`config.mk`:
```
export PLATFORM = sky130hd
export DESIGN_NAME = overhead_data_in_port
export DESIGN_NICKNAME = d
export VERILOG_FILES = /design/src/rtl/overhead_data_in_pkg.sv /design/src/rtl/overhead_data_in_sync.sv /design/src/rtl/overhead_data_in_port.sv
export VERILOG_INCLUDE_DIRS = /design/src /design/src/rtl
export SDC_FILE = /design/constraint.sdc
export NUM_CORES = 1
export LEC_CHECK = 0
export ABC_AREA = 1
export ABC_CLOCK_PERIOD_IN_PS = 3610
export BUFFER_PORTS_ARGS = -buffer_cell sky130_fd_sc_hd__buf_2
export CAP_MARGIN = 10
export CORE_MARGIN = 8
export CORE_UTILIZATION = 29
export DETAILED_ROUTE_END_ITERATION = 16
export PLACE_DENSITY = 0.54
export SYNTH_ARGS = -nofsm -noshare
export SYNTH_HDL_FRONTEND = slang
export SYNTH_SLANG_ARGS = --single-unit
export TNS_END_PERCENT = 30
```
`constraint.sdc`:
```
create_clock -name clock -period 3.61 [get_ports clock]
set_clock_uncertainty 0.05 [all_clocks]
set_input_delay 0.5415 -clock clock [delete_from_list [all_inputs] [get_ports clock]]
set_output_delay 0.5415 -clock clock [all_outputs]
set_load 0.02 [all_outputs]
```
`src/rtl/overhead_data_in_regs.svh`:
```
// What this block does
// - in nibble mode with HDLC off sample nibble line 3 on each nibble clock rise
// - ignore nibble line 3 when nibble mode is not selected
// - hand sampled nibble bits to the payload positions of the frame
// - with HDLC on, the nibble line 3 pin is HDLC byte bit 3
// - with HDLC on, the insert request pin is HDLC byte bit 4
// - raise overhead clock one bit period before each overhead bit
// - sample overhead data at overhead clock fall when insert is high
// - with insert request low, overhead data is never sampled
// - overhead clock pulses for every overhead bit, insertable or not
// - insert on a non-insertable bit is ignored, bit stays internal
// - an accepted bit goes to its position in the very next frame
`ifndef OVERHEAD_DATA_IN_REGS_SVH
`define OVERHEAD_DATA_IN_REGS_SVH

// =============================================================
// sizes
`define OVERHEAD_DATA_IN_SLOTS 56
`define OVERHEAD_DATA_IN_IDX_W 6

// =============================================================
// timing
`define OVERHEAD_DATA_IN_CLK_NS 50
`define OVERHEAD_DATA_IN_BIT_NS 400
`define OVERHEAD_DATA_IN_BIT_CYC (`OVERHEAD_DATA_IN_BIT_NS / `OVERHEAD_DATA_IN_CLK_NS)
`define OVERHEAD_DATA_IN_HALF_CYC (`OVERHEAD_DATA_IN_BIT_CYC / 2)

// =============================================================
// reset values
`define OVERHEAD_DATA_IN_CLK_RST 1'h0

`endif

```
`src/rtl/overhead_data_in_pkg.sv`:
```
`include "overhead_data_in_regs.svh"

package overhead_data_in_pkg;

	// =============================================================
	// overhead clock sequencer
	typedef enum logic [1:0] {
		OVERHEAD_DATA_IN_IDLE = 2'b00,
		OVERHEAD_DATA_IN_HIGH = 2'b01,
		OVERHEAD_DATA_IN_LOW = 2'b10
	} overhead_data_in_state_e;

	typedef logic [`OVERHEAD_DATA_IN_IDX_W-1:0] overhead_data_in_idx_t;

	// =============================================================
	// core side carriers
	// warning one bit period ahead of an overhead bit
	typedef struct packed {
		logic valid;
		logic insertable;
		overhead_data_in_idx_t idx;
	} overhead_data_in_warn_s;

	// core is processing an overhead bit now
	typedef struct packed {
		logic valid;
		logic internal_bit;
		overhead_data_in_idx_t idx;
	} overhead_data_in_proc_s;

	typedef struct packed {
		logic valid;
		logic bit_val;
	} overhead_data_in_oh_s;

	typedef struct packed {
		logic valid;
		logic bit3;
	} overhead_data_in_pay_s;

	typedef struct packed {
		logic bit3;
		logic bit4;
	} overhead_data_in_hdlc_s;

endpackage

```
`src/rtl/overhead_data_in_sync.sv`:
```
module overhead_data_in_sync #(
	parameter int W = 4
) (
	// clock and control
	input wire logic clock,
	input wire logic sys_rst,
	input wire logic ce,
	// asynchronous pins
	input wire logic [W-1:0] din,
	// synchronised view
	output logic [W-1:0] level,
	output logic [W-1:0] rise,
	output logic [W-1:0] fall
);
	logic [W-1:0] meta;
	logic [W-1:0] prev;

	genvar i;
	generate
		for (i = 0; i < W; i++) begin : g_bit
			// first stage feeds only the second stage
			always_ff @(posedge clock) begin
				if (sys_rst) begin
					meta[i] <= 1'h0;
					level[i] <= 1'h0;
					prev[i] <= 1'h0;
				end else if (ce) begin
					meta[i] <= din[i];
					level[i] <= meta[i];
					prev[i] <= level[i];
				end
			end
			assign rise[i] = ce & level[i] & ~prev[i];
			assign fall[i] = ce & ~level[i] & prev[i];
		end
	endgenerate

endmodule

```
`src/rtl/overhead_data_in_port.sv`:
```
`include "overhead_data_in_regs.svh"

module overhead_data_in_port (
	// clock and control
	input wire logic clock,
	input wire logic sys_rst,
	input wire logic ce,
	// mode selection from the framer configuration
	input wire logic nibble_mode,
	input wire logic hdlc_enable,
	// pins from the terminal equipment
	input wire logic nibble_sample_clock,
	input wire logic payload_nibble_line3,
	input wire logic overhead_insert_request,
	input wire logic overhead_data_in,
	// pin to the terminal equipment
	output logic overhead_slot_clock,
	// framer core side
	input wire overhead_data_in_pkg::overhead_data_in_warn_s oh_warn,
	input wire overhead_data_in_pkg::overhead_data_in_proc_s oh_proc,
	input wire logic frame_start,
	output overhead_data_in_pkg::overhead_data_in_oh_s oh_tx,
	output overhead_data_in_pkg::overhead_data_in_pay_s pay_out,
	output overhead_data_in_pkg::overhead_data_in_hdlc_s hdlc_out
);
	import overhead_data_in_pkg::*;

	localparam int HALF = `OVERHEAD_DATA_IN_HALF_CYC;
	localparam logic [3:0] HALF_LAST = 4'(HALF - 1);
	localparam int SLOTS = `OVERHEAD_DATA_IN_SLOTS;

	// =============================================================
	// pin synchronisers
	logic [3:0] pin_lvl;
	logic [3:0] pin_rise;
	logic nib_clk_rise;
	logic nib3_s;
	logic ins_s;
	logic dat_s;

	overhead_data_in_sync #(.W(4)) u_sync (
		.clock(clock),
		.sys_rst(sys_rst),
		.ce(ce),
		.din({overhead_data_in, overhead_insert_request,
			payload_nibble_line3, nibble_sample_clock}),
		.level(pin_lvl),
		.rise(pin_rise),
		.fall()
	);

	assign nib_clk_rise = pin_rise[0];
	assign nib3_s = pin_lvl[1];
	assign ins_s = pin_lvl[2];
	assign dat_s = pin_lvl[3];

	function automatic logic idx_hit(input overhead_data_in_idx_t idx, input int slot);
		idx_hit = (idx == overhead_data_in_idx_t'(slot));
	endfunction

	// =============================================================
	// payload nibble line 3
	logic nib_active;
	// the shared pin belongs to HDLC once the controller is on
	assign nib_active = nibble_mode & ~hdlc_enable;

	always_ff @(posedge clock) begin
		if (sys_rst) begin
			pay_out <= '0;
		end else if (ce) begin
			pay_out.valid <= nib_clk_rise & nib_active;
			if (nib_clk_rise & nib_active) begin
				pay_out.bit3 <= nib3_s;
			end
		end
	end

	// =============================================================
	// HDLC byte bits on shared pins
	always_ff @(posedge clock) begin
		if (sys_rst) begin
			hdlc_out <= '0;
		end else if (ce) begin
			if (hdlc_enable) begin
				hdlc_out.bit3 <= nib3_s;
				hdlc_out.bit4 <= ins_s;
			end
		end
	end

	// =============================================================
	// overhead slot clock
	overhead_data_in_state_e state;
	logic [3:0] cnt;
	overhead_data_in_idx_t cur_idx;
	logic cur_ins;
	logic fall_now;
	logic take_warn;

	// a warning during the high phase would reload the count and stretch the pulse, so it is ignored
	assign take_warn = ce & oh_warn.valid & (state != OVERHEAD_DATA_IN_HIGH);
	assign fall_now = ce & (state == OVERHEAD_DATA_IN_HIGH) & (cnt == 4'h0);

	always_ff @(posedge clock) begin
		if (sys_rst) begin
			state <= OVERHEAD_DATA_IN_IDLE;
			cnt <= 4'h0;
			overhead_slot_clock <= `OVERHEAD_DATA_IN_CLK_RST;
		end else if (ce) begin
			case (state)
			OVERHEAD_DATA_IN_IDLE, OVERHEAD_DATA_IN_LOW: begin
				if (take_warn) begin
					state <= OVERHEAD_DATA_IN_HIGH;
					cnt <= HALF_LAST;
					overhead_slot_clock <= 1'h1;
				end else if (state == OVERHEAD_DATA_IN_LOW) begin
					if (cnt == 4'h0) begin
						state <= OVERHEAD_DATA_IN_IDLE;
					end else begin
						cnt <= cnt - 4'h1;
					end
				end
			end
			OVERHEAD_DATA_IN_HIGH: begin
				if (cnt == 4'h0) begin
					state <= OVERHEAD_DATA_IN_LOW;
					cnt <= HALF_LAST;
					overhead_slot_clock <= 1'h0;
				end else begin
					cnt <= cnt - 4'h1;
				end
			end
			default: begin
				state <= OVERHEAD_DATA_IN_IDLE;
				overhead_slot_clock <= 1'h0;
			end
			endcase
		end
	end

	always_ff @(posedge clock) begin
		if (sys_rst) begin
			cur_idx <= '0;
			cur_ins <= 1'h0;
		end else if (take_warn) begin
			cur_idx <= oh_warn.idx;
			cur_ins <= oh_warn.insertable;
		end
	end

	// =============================================================
	// capture and frame staging
	logic cap;
	// insert pin is HDLC data while the controller runs
	assign cap = fall_now & ins_s & cur_ins & ~hdlc_enable;

	logic [SLOTS-1:0] staged_vld;
	logic [SLOTS-1:0] staged_val;
	logic [SLOTS-1:0] armed_vld;
	logic [SLOTS-1:0] armed_val;

	genvar s;
	generate
		for (s = 0; s < SLOTS; s++) begin : g_slot
			// a capture in the frame start cycle still lands in the new
			// frame's stage, so it is never lost
			always_ff @(posedge clock) begin
				if (sys_rst) begin
					staged_vld[s] <= 1'h0;
					staged_val[s] <= 1'h0;
				end else if (ce) begin
					if (cap & idx_hit(cur_idx, s)) begin
						staged_vld[s] <= 1'h1;
						staged_val[s] <= dat_s;
					end else if (frame_start) begin
						staged_vld[s] <= 1'h0;
					end
				end
			end
			always_ff @(posedge clock) begin
				if (sys_rst) begin
					armed_vld[s] <= 1'h0;
					armed_val[s] <= 1'h0;
				end else if (ce) begin
					if (frame_start) begin
						armed_vld[s] <= staged_vld[s];
						armed_val[s] <= staged_val[s];
					end else if (oh_proc.valid & idx_hit(oh_proc.idx, s)) begin
						armed_vld[s] <= 1'h0;
					end
				end
			end
		end
	endgenerate

	// =============================================================
	// overhead bit to the framer core
	always_ff @(posedge clock) begin
		if (sys_rst) begin
			oh_tx <= '0;
		end else if (ce) begin
			oh_tx.valid <= oh_proc.valid;
			if (oh_proc.valid) begin
				if (armed_vld[oh_proc.idx]) begin
					oh_tx.bit_val <= armed_val[oh_proc.idx];
				end else begin
					oh_tx.bit_val <= oh_proc.internal_bit;
				end
			end
		end
	end
endmodule

```
Word-level counts from Yosys, hierarchy flattened
Cells that the tools add are included.
- ROM bits: 0
- word-level logic and storage cells: 969
- output and inout port bits: 7
- memories: 0
- bits of input ports: 26
- register bits: 253
- RAM bits: 0
- bits in latches: 0
- multipliers: 0
- shift operators: 0
- add/sub/neg operators: 1
- eq/ne operators: 118
- div/mod/pow operators: 0
- magnitude comparators: 1
- bitwise logic cells: 125
- reduce and logical (&&, ||, !) cells: 293
- mux-type cells: 187
- operator list (operator ; count):
    AND reduction 2 bit ; 172
    equality test 6 bit (second input constant) ; 48
    nonzero test 2 bit ; 113
    equality test 6 x 5 -> 1 bit (second input constant) ; 32
    two-way mux 1 bit ; 174
    bitwise AND 1 bit ; 123
    equality test 6 x 4 -> 1 bit (second input constant) ; 16
    equality test 6 x 3 -> 1 bit (second input constant) ; 8
    equality test 6 x 2 -> 1 bit (second input constant) ; 4
    two-way mux 4 bit ; 4
    binary-select mux 1 bit (select 6 bit) ; 2
    equality test 6 x 1 -> 1 bit (second input constant) ; 2
    logical NOT 6 bit ; 2
    != test 3 bit (second input constant) ; 3
    two-way mux 2 bit ; 4
    one-hot mux 4 bit (2 select lines) ; 1
    AND reduction 4 bit ; 2
    < comparator 6 x 7 -> 1 bit (second input constant) ; 1
    logical NOT 4 bit ; 1
    != test 2 x 1 -> 1 bit (second input constant) ; 2
    one-hot mux 2 bit (2 select lines) ; 1
    subtractor 4 x 1 -> 4 bit (second input constant) ; 1
    AND reduction 3 bit ; 1
    equality test 2 x 1 -> 1 bit (second input constant) ; 1
    other kinds (6) ; 7

Depth between registers and ports, before layout
- depth in word-level cells: 9
- depth in mapped cells: 16
- gate-level depth less buffers: 14

Cells and area by module
Synthesis repeated with hierarchy kept, for this count alone.
- cells, all modules: 1549
- area, all modules: 10877.9 µm²
- by module, submodules not included (module ; times used ; sequential area each (µm²) ; cells each ; area an instance (µm²)):
    overhead_data_in_port ; 1 ; 4884.7 ; 1482 ; 10369.9
    overhead_data_in_sync ; 1 ; 240.2 ; 67 ; 508.0

Worst setup path before layout
Ideal clock, no wire load.
- path kind: input to register
- start: in hdlc_enable
- end: reg staged_val[16]
- required time: 3.444 ns
- slack: 1.753 ns
- stages on the path: 9
- arrival time: 1.691 ns
- library setup time: 0.116 ns
- path buffers: 1
- cells stage by stage: inv_1 -> nand2_1 -> nor3_4 -> nand3_4 -> nor4_4 -> buf_6 -> nand2_2 -> o21ai_1 -> a21oi_1
- word-level cells in the longest chain between the ends: 4
- RTL lines (item ; line ; source):
    start, declared ; overhead_data_in_port.sv:10 ; input wire logic hdlc_enable,
    NOT 1 bit ; overhead_data_in_port.sv:155 ; assign cap = fall_now & ins_s & cur_ins & ~hdlc_enable;
    bitwise AND 1 bit ; overhead_data_in_port.sv:155 ;
    bitwise AND 1 bit ; overhead_data_in_port.sv:172 ; if (cap & idx_hit(cur_idx, s)) begin
    AND reduction 2 bit (no line) ; - ;
    end signal, assigned by index ; overhead_data_in_port.sv:174 ; staged_val[s] <= dat_s;
    end, declared ; overhead_data_in_port.sv:158 ; logic [SLOTS-1:0] staged_val;
Every way passes these cells.
A chain may end at the register's enable or synchronous reset.

Worst setup path after layout
- start: reg cnt[0]
- end: reg staged_val[38]
- word-level cells in the longest chain between the ends: 7
- RTL lines (item ; line ; source):
    start, declared ; overhead_data_in_port.sv:94 ; logic [3:0] cnt;
    start signal, assigned ; overhead_data_in_port.sv:120 ; cnt <= cnt - 4'h1;
    start signal, assigned ; overhead_data_in_port.sv:130 ; cnt <= cnt - 4'h1;
    logical NOT 4 bit ; overhead_data_in_port.sv:102 ; assign fall_now = ce & (state == OVERHEAD_DATA_IN_HIGH) & (cnt == 4'h0);
    bitwise AND 1 bit ; overhead_data_in_port.sv:102 ;
    bitwise AND 1 bit (3 in a row) ; overhead_data_in_port.sv:155 ;
    bitwise AND 1 bit ; overhead_data_in_port.sv:172 ;
    AND reduction 2 bit (no line) ; - ;
Every way passes these cells.

==> impl_metrics.tcl <==
set metrics [dict create \
    pin_count 33 \
    post_cts_buffers 0 \
    synth_area_um2 10760 \
    ys_seq_area_frac 0.4706 \
    clk_pin_slew_ns 0.06 \
    peakVddDrop_uv 325.6 \
    grt.total_usage 0.1423 \
    rows 70 \
    design_area_um2 12210 \
    yosysUniqueCellTypes 28 \
    worstHoldPathType "in -> reg" \
    crit_arrival_ns 2.77 \
    status "complete, no violations" \
    drt-vias-per-instance 4.838 \
    final_net_count 1545 \
    cts-hold-fix-buffers 0 \
    p_leak_nw 4.639 \
    post_dp_cell_area_um2 11320 \
    antenna_found_initial 2 \
    finalCritPeriodShare 0.6629 \
    area_growth_pct 13.49 \
    finalHoldViolations 0 \
    dr_total_vias 9696 \
    place_hpwl_mm 20.75 \
    wl_per_cell_um 15.79 \
    r2r-end "staged_val[38]" \
    cts.sinks 253 \
    clock_latency_ns 0.54 \
    gp_congestion 0.8864 \
    min_period_ns 2.393 \
    syn_inst 1522 \
    grt_start_max_net_pins 92 \
    core_um2 36610 \
    endpoint_kind "flop" \
    critPathKind "reg -> reg" \
    max-cap-violations 0 \
    cts.path.max_buffers 3 \
    start_util 0.2940 \
    power_per_cell_area_nw_per_um2 508.6 \
    cts_root_buf "clkbuf_16" \
    worst_pin_slew_ns 0.9375 \
    fmax_mhz 417.9 \
    startpoint "cnt[0]" \
    layout.cells.non_filler 2004 \
    required_ns 3.99 \
    crit_fanout 9 \
    drc 0 \
    cts_resized 0 \
    grt_pass1_wl_mm 50.65 \
    io_buffer_count 32 \
    slew_headroom 0.3741 \
    dr.pass1.iters 5 \
    regToRegSetupSlack_ns 1.22 \
    die-width_um 208.6 \
    setup_viol 0 \
    whs_path_depth 3 \
    diodes 0 \
    grt_overflow_total 0 \
    cts_buffers 29 \
    die-area_um2 43530 \
    tns_ns 0 \
    cp-start-kind "flop" \
    drt-initial-drc-count 690 \
    drt-total-wl_mm 31.64 \
    reg2reg_depth 10 \
    ant_nets 0 \
    worstHoldStart "payload_nibble_line3" \
    dp.cells 1954 \
    regToRegStartpoint "cnt[0]" \
    cts_tree "built" \
    ys_ff_latch 253 \
    grt_pass1_vias 9189 \
    drv_slew 0 \
    final_layout_size_suffix_gt1_frac 0.07422 \
    die_y_um 208.6 \
    yosysWarnings 0 \
    htree_levels 1 \
    holdPathEnd "u_sync.meta[1]" \
    rsz0062_at_grt "false" \
    postSynthAreaPerCell_um2 7.071 \
    p_total_mw 6.212 \
    fin_hold_ws_ns 0.1761 \
    synth_nets 1550 \
]
report_power, final:
part | switching, mW | internal [mW]
Clock | 1.12 | 1.65
Combinational | 0.378 | 0.138
Sequential | 0.0508 | 2.87
Total | 1.55 | 4.66
worst max-delay path by stage:
| stage | to | slack [ns] |
|---|---|---|
| 2_1_floorplan | staged_val[16] | 1.75 |
| 3_5_place_dp | oh_tx[0] | 0.94 |
| 5_1_grt | staged_val[38] | 0.93 |
| 3_3_place_gp | oh_tx[0] | 0.96 |
| 4_1_cts | staged_val[38] | 1.22 |
| 6_report | staged_val[38] | 1.22 |
cell usage in the layout (no fill, tap or decap), drive strengths merged, types with 5 or more instances in the layout:
master / instances
nand2: 472
dfxtp: 253
nor2: 88
clkbuf: 47
buf: 51
o21ai: 156
nand3b: 42
a21oi: 285
a211oi: 5
inv: 110
nand3: 8
cell usage after synthesis:
cell	n	area share
inv_1	105	0.037
nor4_4	2	0.0040
a31oi_1	2	0.0012
nand2_2	11	0.0064
nor3_2	1	0.00093
buf_2	13	0.0060
o21ai_1	27	0.013
dfxtp_1	253	0.47
nand3b_1	42	0.029
nand2_1	461	0.16
a211oi_1	5	0.0035
buf_1	6	0.0021
ha_1	2	0.0023
o21ai_0	129	0.060
buf_6	2	0.0021
a21oi_1	285	0.13
inv_2	5	0.0017
nor2_1	88	0.031
nand3_1	7	0.0033
buf_4	1	0.00070
xor2_1	1	0.00081
clkbuf_2	1	0.00046
clkbuf_1	64	0.022
nand3_4	1	0.0016
o211ai_1	1	0.00070
nor3_4	3	0.0045
nand4_1	3	0.0017
and3_1	1	0.00058
registers in the layout, indices dropped and copies added, names as in the netlist, 4 cells and up:
register and flops:
armed_val 56, armed_vld 56, cnt 4, cur_idx 6, staged_val 56, staged_vld 56
u_sync.level 4, u_sync.meta 4
final cells by class:
cell class                      count  area, um^2
Sequential cell                   253        5066
Multi-Input combinational cell   1072        4925
Timing Repair Buffer               51       330.3
Clock inverter                      3       47.55
Fill cell                        3964       24400
Tap cell                          468       585.6
Inverter                          110       416.7
Clock buffer                       47       843.3
worst max-delay path, stage by stage, from the launching register on:
cell and delay [ns]:
dfxtp_1 0.32, inv_1 0.09, ha_1 0.16, nand3_1 0.19
nor3_4 0.20, nand3_4 0.15, nor3_4 0.45, buf_4 0.31
nand2_1 0.12, o21ai_0 0.18, a21oi_1 0.06
routing by layer:
layer  vias up  share of wire  GRT usage
li1       4953              -          -
met1      4417           0.48     0.1983
met2       263           0.43     0.2210
met3        61          0.064    0.02484
met4         2          0.029    0.04471
met5         -        0.00047          0
metrics by stage:
step | util | setup WS (ns)
finish | 0.3336 | 1.217
global route | 0.3336 | 0.9344
CTS | 0.3336 | 1.219
detailed placement | 0.3093 | 0.9417
global placement | 0.3093 | 0.9589
floorplan | - | 1.753
logic make-up (layout without fill, tap and decap cells):
logic type	after synthesis	count (layout)	share of synthesized area
DFF	253	253	0.4706
and+or+nand+nor	620	620	0.2438
buffers and inverters	197	211	0.07208
adders and majority gates	2	2	0.002325
AOI/OAI and AO/OA	449	449	0.2104
xor gates and xnor gates	1	1	0.0008139
No activity file was read; power rests on OpenSTA's default activity.
